$ cat config.mk
export PLATFORM = sky130hd
export DESIGN_NAME = lpm_ctrl
export DESIGN_NICKNAME = d
export VERILOG_FILES = /design/src/core/lpm_pkg.sv /design/src/core/lpm_ctrl.sv
export SDC_FILE = /design/constraint.sdc
export NUM_CORES = 1
export LEC_CHECK = 0
export ABC_AREA = 1
export CAP_MARGIN = 15
export CORE_MARGIN = 4
export CORE_UTILIZATION = 45
export DETAILED_ROUTE_END_ITERATION = 16
export DONT_BUFFER_PORTS = 1
export PLACE_DENSITY_LB_ADDON = 0.25
export SLEW_MARGIN = 5
export SYNTH_ARGS = -nofsm -noshare
export SYNTH_HDL_FRONTEND = slang
export SYNTH_SLANG_ARGS = --single-unit
$ cat constraint.sdc
create_clock -name clk -period 1.7 [get_ports clk]
set_input_delay 0.17 -clock clk [delete_from_list [all_inputs] [get_ports clk]]
set_output_delay 0.17 -clock clk [all_outputs]
set_load 0.005 [all_outputs]
$ cat src/core/lpm_pkg.sv
// ************************************************************
// shared constants and types
// ************************************************************
package lpm_pkg;

  localparam int          LPM_TMR_W      = 16;
  localparam logic [15:0] LPM_TMR_RESET  = 16'hFFFC;
  localparam logic [15:0] LPM_TMR_STEP   = 16'h0001;
  localparam int          LPM_SYNC_W     = 3;

  // power state of the core
  typedef enum logic [1:0] {
    LPM_RUN  = 2'b00,
    LPM_STOP = 2'b01,
    LPM_WAIT = 2'b10
  } lpm_state_t;

  // wake events taken from the pins
  typedef struct packed {
    logic irq;
    logic rst_pin;
    logic por;
  } lpm_wake_t;

  // clock gates handed to the core and peripherals
  typedef struct packed {
    logic cpu;
    logic timer;
    logic serial;
    logic spi_baud;
  } lpm_gate_t;

endpackage : lpm_pkg

// ************************************************************
// two flip-flop synchroniser
// ************************************************************
`timescale 1ns/100ps
module lpm_sync #(
  parameter int WIDTH = 1
) (
  input  wire logic             clk,
  input  wire logic             rstn,
  input  wire logic [WIDTH-1:0] async_in,
  output logic      [WIDTH-1:0] sync_out
);

  logic [WIDTH-1:0] stage1;
  logic [WIDTH-1:0] next_stage1;
  logic [WIDTH-1:0] next_sync_out;

  always_comb begin
    next_stage1   = async_in;
    next_sync_out = stage1;
  end

  always_ff @(posedge clk or negedge rstn) begin
    if (!rstn) begin
      stage1   <= '0;
      sync_out <= '0;
    end else begin
      stage1   <= next_stage1;
      sync_out <= next_sync_out;
    end
  end

endmodule : lpm_sync

$ cat src/core/lpm_ctrl.sv
`timescale 1ns/100ps
// Overview of operation
// - stop instruction gates oscillator: cpu, timer, serial and spi clocks halt.
// - stop ends only on low interrupt line, low reset pin or power-on reset.
// - timer counter holds in stop and resumes from it after interrupt wake.
// - reset exit from stop loads the timer counter with its reset count.
// - capture edge in stop arms detector; flag and data appear after interrupt wake.
// - reset exit from stop discards any capture armed during stop.
// - serial baud generator halts in stop; transmission resumes after interrupt wake.
// - receiver mid-character at stop entry stops sampling; rest of data lost.
// - master spi baud generator halts in stop; restarts on interrupt or reset wake.
// - reset exit from stop clears spi control/status bits, spi disabled.
// - slave spi keeps shifting during stop with external clock and data.
// - slave transfer done in stop sets no flag until interrupt wake.
// - spi collision and mode fault protection inactive during stop.
// - enabled output drivers keep driving their level through stop.
// - wait instruction halts the cpu clock; peripherals keep running unless serial is switched off.
// - wait ends on timer, serial or spi interrupt, interrupt line, reset pin.
// - timer always runs in wait; serial units may be switched off.
// - non-reset wait exit keeps peripherals; reset exit returns them to reset.
module lpm_ctrl
  import lpm_pkg::*;
#(
  parameter int TMR_W = LPM_TMR_W
) (
  input  wire logic             clk,
  input  wire logic             rstn,
  input  wire logic             stop_req,
  input  wire logic             wait_req,
  input  wire logic             irq_n,
  input  wire logic             reset_pin_n,
  input  wire logic             por,
  input  wire logic             capture_input_pin,
  input  wire logic             capture_rising,
  input  wire logic             timer_irq,
  input  wire logic             serial_irq,
  input  wire logic             spi_irq,
  input  wire logic             spi_master,
  input  wire logic             spi_slave_done,
  input  wire logic             rx_busy,
  input  wire logic             serial_off_in_wait,
  output lpm_state_t            power_state,
  output lpm_gate_t             clk_gate,
  output logic [TMR_W-1:0]      timer_count,
  output logic                  capture_flag,
  output logic [TMR_W-1:0]      capture_data,
  output logic                  rx_abort,
  output logic                  spi_clear,
  output logic                  spi_flag_set,
  output logic                  spi_protect_en,
  output logic                  output_hold,
  output logic                  periph_reset
);

  // ************************************************************
  // pin synchronisers
  // ************************************************************
  logic [LPM_SYNC_W-1:0] pins_raw;
  logic [LPM_SYNC_W-1:0] pins_sync;
  lpm_wake_t             wake;
  logic                  cap_pin_raw;
  logic                  cap_pin_sync;
  logic                  cap_pin_prev;
  logic                  next_cap_pin_prev;
  logic                  cap_edge;

  assign pins_raw = {~irq_n, ~reset_pin_n, por};

  lpm_sync #(.WIDTH(LPM_SYNC_W)) u_sync_pins (
    .clk      (clk),
    .rstn     (rstn),
    .async_in (pins_raw),
    .sync_out (pins_sync)
  );

  assign wake        = lpm_wake_t'(pins_sync);
  assign cap_pin_raw = capture_input_pin;

  lpm_sync #(.WIDTH(1)) u_sync_cap (
    .clk      (clk),
    .rstn     (rstn),
    .async_in (cap_pin_raw),
    .sync_out (cap_pin_sync)
  );

  assign next_cap_pin_prev = cap_pin_sync;
  // valid edge selected by the configured polarity
  assign cap_edge = capture_rising ? (cap_pin_sync & ~cap_pin_prev)
                                   : (~cap_pin_sync & cap_pin_prev);

  // ************************************************************
  // power state machine
  // ************************************************************
  lpm_state_t state;
  lpm_state_t next_state;
  logic       rst_wake;
  logic       irq_wake;
  logic       periph_wake;
  logic       enter_stop;
  logic       stop_irq_exit;
  logic       reset_exit;

  assign rst_wake    = wake.rst_pin | wake.por;
  assign irq_wake    = wake.irq;
  assign periph_wake = timer_irq | serial_irq | spi_irq;

  always_comb begin
    next_state    = state;
    enter_stop    = 1'b0;
    stop_irq_exit = 1'b0;
    reset_exit    = 1'b0;
    case (state)
      LPM_RUN: begin
        if (rst_wake) begin
          reset_exit = 1'b1;
        end else if (stop_req) begin
          next_state = LPM_STOP;
          enter_stop = 1'b1;
        end else if (wait_req) begin
          next_state = LPM_WAIT;
        end
      end
      LPM_STOP: begin
        if (rst_wake) begin
          next_state = LPM_RUN;
          reset_exit = 1'b1;
        end else if (irq_wake) begin
          next_state    = LPM_RUN;
          stop_irq_exit = 1'b1;
        end
      end
      LPM_WAIT: begin
        if (rst_wake) begin
          next_state = LPM_RUN;
          reset_exit = 1'b1;
        end else if (irq_wake || periph_wake) begin
          next_state = LPM_RUN;
        end
      end
      default: begin
        next_state = LPM_RUN;
      end
    endcase
  end

  // ************************************************************
  // clock gates and peripheral controls
  // ************************************************************
  lpm_gate_t next_clk_gate;
  logic      next_rx_abort;
  logic      next_spi_clear;
  logic      next_spi_protect_en;
  logic      next_output_hold;
  logic      next_periph_reset;

  always_comb begin
    // all gates decoded from next_state
    next_clk_gate.cpu      = (next_state == LPM_RUN);
    next_clk_gate.timer    = (next_state != LPM_STOP);
    next_clk_gate.serial   = (next_state == LPM_RUN) ||
                             ((next_state == LPM_WAIT) && !serial_off_in_wait);
    next_clk_gate.spi_baud = (next_state != LPM_STOP);
    next_rx_abort          = enter_stop & rx_busy;
    next_spi_clear         = reset_exit;
    next_spi_protect_en    = (next_state != LPM_STOP);
    next_output_hold       = (next_state == LPM_STOP);
    next_periph_reset      = reset_exit;
  end

  // ************************************************************
  // timer counter and capture
  // ************************************************************
  logic [TMR_W-1:0] next_timer_count;
  logic             cap_armed;
  logic             next_cap_armed;
  logic [TMR_W-1:0] cap_hold;
  logic [TMR_W-1:0] next_cap_hold;
  logic             next_capture_flag;
  logic [TMR_W-1:0] next_capture_data;

  always_comb begin
    next_timer_count  = timer_count;
    next_cap_armed    = cap_armed;
    next_cap_hold     = cap_hold;
    next_capture_flag = 1'b0;
    next_capture_data = capture_data;
    if (reset_exit) begin
      next_timer_count = LPM_TMR_RESET[TMR_W-1:0];
      next_cap_armed   = 1'b0;
    end else if (state == LPM_STOP) begin
      next_timer_count = timer_count;
      if (cap_edge && !cap_armed) begin
        next_cap_armed = 1'b1;
        next_cap_hold  = timer_count;
      end
      if (stop_irq_exit && (cap_armed || cap_edge)) begin
        next_capture_flag = 1'b1;
        next_capture_data = cap_armed ? cap_hold : timer_count;
        next_cap_armed    = 1'b0;
      end
    end else begin
      next_timer_count = timer_count + LPM_TMR_STEP[TMR_W-1:0];
      if (cap_edge) begin
        next_capture_flag = 1'b1;
        next_capture_data = timer_count;
      end
    end
  end

  // ************************************************************
  // slave spi completion deferred through stop
  // ************************************************************
  logic spi_pend;
  logic next_spi_pend;
  logic next_spi_flag_set;

  always_comb begin
    next_spi_pend     = spi_pend;
    next_spi_flag_set = 1'b0;
    if (reset_exit) begin
      next_spi_pend = 1'b0;
    end else if (state == LPM_STOP) begin
      if (spi_slave_done && !spi_master) begin
        next_spi_pend = 1'b1;
      end
      if (stop_irq_exit && (spi_pend || (spi_slave_done && !spi_master))) begin
        next_spi_flag_set = 1'b1;
        next_spi_pend     = 1'b0;
      end
    end else begin
      next_spi_flag_set = spi_slave_done;
    end
  end

  // ************************************************************
  // registers
  // ************************************************************
  always_ff @(posedge clk or negedge rstn) begin
    if (!rstn) begin
      state          <= LPM_RUN;
      power_state    <= LPM_RUN;
      clk_gate       <= '{cpu: 1'b1, timer: 1'b1, serial: 1'b1, spi_baud: 1'b1};
      rx_abort       <= 1'b0;
      spi_clear      <= 1'b0;
      spi_protect_en <= 1'b1;
      output_hold    <= 1'b0;
      periph_reset   <= 1'b0;
      cap_pin_prev   <= 1'b0;
    end else begin
      state          <= next_state;
      power_state    <= next_state;
      clk_gate       <= next_clk_gate;
      rx_abort       <= next_rx_abort;
      spi_clear      <= next_spi_clear;
      spi_protect_en <= next_spi_protect_en;
      output_hold    <= next_output_hold;
      periph_reset   <= next_periph_reset;
      cap_pin_prev   <= next_cap_pin_prev;
    end
  end

  always_ff @(posedge clk or negedge rstn) begin
    if (!rstn) begin
      timer_count  <= LPM_TMR_RESET[TMR_W-1:0];
      cap_armed    <= 1'b0;
      cap_hold     <= '0;
      capture_flag <= 1'b0;
      capture_data <= '0;
      spi_pend     <= 1'b0;
      spi_flag_set <= 1'b0;
    end else begin
      timer_count  <= next_timer_count;
      cap_armed    <= next_cap_armed;
      cap_hold     <= next_cap_hold;
      capture_flag <= next_capture_flag;
      capture_data <= next_capture_data;
      spi_pend     <= next_spi_pend;
      spi_flag_set <= next_spi_flag_set;
    end
  end

endmodule : lpm_ctrl

==> After elaboration in Yosys (flattened, before gate mapping) <==
Index checks and enable logic that the tools add are counted.
{ "word_totals": {"word_cells": 99, "register_bits": 69, "output_inout_bits": 45, "inputBits": 16} }
{ "op_classes": {"mux": 38, "bitwise": 11, "n_eq_ne": 7, "n_reduce_logical": 23, "n_addsub": 1} }
{ "ops": {"columns": ["operator", "n"], "rows": [
  ["$mux 16", 6],
  ["$mux 1", 24],
  ["$add 16x1->16 const B", 1],
  ["$mux 2", 7],
  ["$pmux 2 s3", 1],
  ["$reduce_and 3->1", 2],
  ["$reduce_bool 3->1", 2],
  ["$logic_and 1x1->1", 5],
  ["$not 1->1", 5],
  ["$eq 2x1->1 const B", 2],
  ["$eq 2x2->1 const B", 2],
  ["$logic_not 2->1", 2],
  ["$logic_or 1x1->1", 4],
  ["$ne 2x1->1 const B", 2],
  ["$reduce_and 2->1", 2],
  ["$reduce_bool 2->1", 2],
  ["$and 1x1->1", 3],
  ["$logic_not 1->1", 3],
  ["$or 1x1->1", 3],
  ["$reduce_or 3->1", 1],
  ["$ne 2x2->1 const B", 1]
]} }

==> Logic depth before layout (Yosys ltp) <==
{ "logic_depth": {"word_depth": 9, "depth_mapped": 9, "depth_no_buf": 8} }

==> Cells and area by module <==
A second synthesis with hierarchy kept.
{ "unflattened": {"cells_unflattened": 360, "hier_area_um2": 3090.5} }
{ "modules_own_cells": {"columns": ["module", "n_inst", "area_each_um2", "cells_each", "seq_area_each_um2"], "rows": [
  ["lpm_ctrl", 1, 2890.3, 352, 1547.7],
  ["lpm_sync (u_sync_pins)", 1, 150.1, 6, 150.1],
  ["lpm_sync (u_sync_cap)", 1, 50.0, 2, 50.0]
]} }

==> Least setup slack after synthesis <==
Ideal clock, no wire load.
{ "synth_timing": {"kind": "register to register", "start": "reg timer_count[4]", "end": "reg timer_count[13]", "stages_incl_launch_ff": 7, "synth_period_minus_slack_ns": 1.485, "setup_ns": 0.084, "arrival_ns": 1.401, "setup_slack_ns": 0.215, "required_ns": 1.616, "path_cell_list": "dfstp_2 > clkbuf_2 > nand2_1 > nor3_1 > nand3_1 > nand2_1 > nand3_1"} }
{ "synth_via": {"elab_chain_len": 3} }
{ "synth_lines": {"columns": ["element", "line_no", "source"], "rows": [
  ["start: declaration", "lpm_ctrl.sv:44", "output logic [TMR_W-1:0] timer_count,"],
  ["start signal: assignment", "lpm_ctrl.sv:264", "timer_count <= LPM_TMR_RESET[TMR_W-1:0];"],
  ["start signal: assignment", "lpm_ctrl.sv:272", "timer_count <= next_timer_count;"],
  ["$add 16x1->16", "lpm_ctrl.sv:202", "next_timer_count = timer_count + LPM_TMR_STEP[TMR_W-1:0];"],
  ["$mux 16", "lpm_ctrl.sv:190", "end else if (state == LPM_STOP) begin"],
  ["$mux 16", "lpm_ctrl.sv:187", "if (reset_exit) begin"]
]} }
Every way passes these cells. The select of a mux whose other input is x is not followed.
A chain may end at the register's enable or synchronous reset.

==> Worst setup path after layout <==
{ "layout_timing": {"start": "reg u_sync_pins.sync_out[0]", "end": "reg capture_data[4]"} }
{ "layout_lines": {"columns": ["element", "line_no", "source"], "rows": [
  ["start: declaration", "lpm_pkg.sv:45", "output logic [WIDTH-1:0] sync_out"],
  ["start signal: assignment", "lpm_pkg.sv:63", "sync_out <= next_sync_out;"],
  ["$or 1x1->1", "lpm_ctrl.sv:103", "assign rst_wake = wake.rst_pin | wake.por;"],
  ["$mux 1", "lpm_ctrl.sv:114, lpm_ctrl.sv:124, lpm_ctrl.sv:133", null],
  ["$mux 1", null, null],
  ["named net next_periph_reset", "lpm_ctrl.sv:154", "logic next_periph_reset;"],
  ["$not 1->1 (no line)", null, null],
  ["$reduce_and 3->1 (no line)", null, null],
  ["end signal: assignment", "lpm_ctrl.sv:276", "capture_data <= next_capture_data;"],
  ["end: declaration", "lpm_ctrl.sv:46", "output logic [TMR_W-1:0] capture_data,"]
]} }
The timed path passes the listed nets, and every way through them passes these cells.

==> flow_metrics.env <==
export IMPL_violations="hold timing"
export IMPL_die_y_um=90.8
export IMPL_cpMaxStageDelayCell="dfrtp_1"
export IMPL_grt_usage=0.176
export IMPL_ys_ff_latch=69
export IMPL_cts_max_path_buffers=2
export IMPL_synth_top_area_frac=0.421
export IMPL_seqCellArea_um2=1750
export IMPL_final_common_cell="nand2_1"
export IMPL_setup_viol=0
export IMPL_hold_buffers=8
export IMPL_worst_pin_slew_ns=0.393
export IMPL_relSlewSlack=0.737
export IMPL_cts_setup_buffers=0
export IMPL_synth_nets=378
export IMPL_grt_remaining_overflow=0
export IMPL_routed_wl_um=6670
export IMPL_power_frac_comb=0.122
export IMPL_clk_insertion_delay_late_ns=0.34
export IMPL_die_w_um=90.8
export IMPL_maxCapViolCount=0
export IMPL_slew_violations=0
export IMPL_drc=0
export IMPL_drive_gt1_frac=0.144
export IMPL_wl_per_cell_um=14.6
export IMPL_drtIter0Drc=104
export IMPL_htreeDepth=3
export IMPL_vias_per_cell=5.28
export IMPL_syn_inst=361
export IMPL_grt_pass1_wl_um=11400
export IMPL_dp_hpwl_um=4610
export IMPL_grt_setup_unrepaired="false"
export IMPL_holdWs_ns=-0.488
export IMPL_finalCriticalPeriod_ns=1.54
export IMPL_worstSetupEndpointType="register"
export IMPL_routabilityCongestion=0.850
export IMPL_ys_warn_count=0
export IMPL_core_um2=6490
export IMPL_syn2layout_area_growth_pct=13.5
export IMPL_status="finished with violations"
export IMPL_antenna_found_initial=0
export IMPL_final_cell_mix="107 x nand2_1, 52 x dfrtp_1, 43 x o21ai_0"
export IMPL_slowest_delay_ns=0.40
export IMPL_worstPathRequired_ns=1.94
export IMPL_grt_max_degree=70
export IMPL_ys_seq_area_frac=0.566
export IMPL_synth_area_leader_cell="dfrtp_1"
export IMPL_finalHoldViolCount=69
export IMPL_cts_buffers=9
export IMPL_start_kind="register"
export IMPL_grt_pass1_vias=2326
export IMPL_multiInputGateArea_um2=1110
export IMPL_dr_pass1_iters=4
export IMPL_fin_skew_ns=0.00584
export IMPL_io_pins=61
export IMPL_portBuffers=0
export IMPL_arrival_ns=1.78
export IMPL_avgSynthCellArea_um2=8.55
export IMPL_p_seq_frac=0.512
export IMPL_crit_type="register to register"
export IMPL_hp_class="primary input to asynchronous set/reset pin"
export IMPL_root_buffer="clkbuf_8"
export IMPL_p_sw_uw=1100
export IMPL_fin_nets=393
export IMPL_start_util=0.475
export IMPL_tritoncts="yes"
export IMPL_vdd_ir_drop_max_v=0.000629
export IMPL_cp_max_fo=12
export IMPL_power_density_nw_per_um2=1150
export IMPL_antenna_cells=0
export IMPL_timing_final_crit_share=0.909
export IMPL_ant_nets=0
export IMPL_clkPwrFrac=0.367
export IMPL_crit_chain="nor2_4 > a21oi_2 > nor2_2 > nand2_2 > buf_4 > nand3_1 > nand2_1"
export IMPL_finalSetupTns_ns=0
export IMPL_synth_area_um2=3090
export IMPL_worst_slack_ns=0.156
export IMPL_ys_types=26
export IMPL_p_leak_uw=0.00185
export IMPL_cts_sinks=69
export IMPL_n_fill_cell=575
export IMPL_via_count=2416
export IMPL_synthTopCellsByArea="dfrtp_1 42%, dfstp_2 14%, nand2_1 13%"
export IMPL_die_area_um2=8250
export IMPL_clk_pin_slew_worst_paths_ns=0.08
export IMPL_fmax_mhz=647
export IMPL_power_internal_uw=2930
export IMPL_fp_row_count=29
export IMPL_pre_cts_slack_ns=0.145
export IMPL_swShare=0.272
[area by class of cell]
class,count,area share
Clock buffer,9,0.0354
Clock inverter,7,0.0279
Inverter,43,0.0461
Multi-Input combinational cell,235,0.316
Sequential cell,69,0.499
Tap cell,77,0.0275
Timing Repair Buffer,18,0.0479
[per-layer routing]
| layer | wire length (µm) | track usage |
|---|---|---|
| met5 | 0 | 0 |
| met2 | 3080 | 0.264 |
| met4 | 137 | 0.0892 |
| met3 | 530 | 0.0600 |
| met1 | 2920 | 0.227 |
[state kept, by name (all words and copies together), names as in the netlist]
signal / count
spi_protect_en: 1
u_sync_cap.sync_out: 1
u_sync_pins.sync_out: 3
clk_gate: 2
u_sync_pins.next_sync_out: 3
u_sync_cap.next_sync_out: 1
spi_pend: 1
cap_pin_prev: 1
output_hold: 1
capture_data: 16
state: 2
cap_armed: 1
spi_flag_set: 1
cap_hold: 16
timer_count: 16
rx_abort: 1
periph_reset: 1
capture_flag: 1
[kinds of logic (layout without fill, tap and decap cells)]
logic type                 after synthesis  after routing  synth area share
DFF                                     69             69             0.566
adders and majority gates                1              1           0.00405
and+or+nand+nor                        183            183             0.267
AOI/OAI and AO/OA                       51             51            0.0847
buffers and inverters                   57             77            0.0778
[Yosys cell counts]
cell	n
nor2_2	2
buf_2	5
nand2_1	107
nor3_1	4
nor3b_1	1
a211oi_1	1
clkbuf_1	4
nand2_4	3
nand3b_1	4
o21ai_0	43
buf_6	1
nand4_1	6
nor2_1	15
a21oi_1	6
inv_1	42
dfrtp_1	52
buf_4	3
dfstp_2	17
nor2_4	3
or2_2	1
ha_1	1
nand2_2	1
nand3_1	36
a21oi_2	1
clkbuf_2	1
inv_2	1
[final timing paths]
| kind | from | end | slack [ns] | cells after the start |
|---|---|---|---|---|
| setup / recovery | u_sync_pins.sync_out[0] | capture_data[4] | 0.16 | 7 |
| hold / removal | rstn | spi_pend | -0.49 | 0 |
| setup reg to reg | u_sync_pins.sync_out[0] | capture_data[4] | 0.16 | 7 |
| hold reg to reg | u_sync_pins.next_sync_out[1] | u_sync_pins.sync_out[1] | 0.35 | 0 |
| max in group asynchronous | rstn | clk_gate[1] | 1.99 | 0 |
| min in group clk | stop_req | output_hold | 0.02 | 2 |
[worst max-delay path, delay by kind of cell (launching register included)]
family          cells  cell delay [ns]
buf+inv             1             0.23
compound gates      1             0.07
simple gates        5             0.74
flops               1             0.40
[power by group through the flow]
stage / sequential [µW] / combinational [µW] / clock (µW)
after floorplan: 2050 / 348 / 0
after global placement: 2090 / 457 / 0
after detailed placement: 2090 / 475 / 0
after CTS: 2060 / 494 / 1520
after global routing: 2090 / 572 / 1610
final: 2060 / 489 / 1480
[repair_timing]
action                     in CTS  in global routing
setup endpoints to repair       0                  2
hold endpoints to repair       76                 69
resized for setup               0                  1
[metrics by stage]
step | hold slack, ns | util | total power, µW | cell area, µm² | std cells
floorplan | -0.126 | - | 2400 | 3090 | 361
global placement | -0.123 | 0.492 | 2540 | 3190 | 434
CTS | -0.502 | 0.538 | 4070 | 3490 | 458
finish | -0.488 | 0.539 | 4020 | 3500 | 458
detailed placement | -0.123 | 0.492 | 2570 | 3190 | 434
global route | -0.517 | 0.539 | 4270 | 3500 | 458
(Power assumes the default switching activity.)
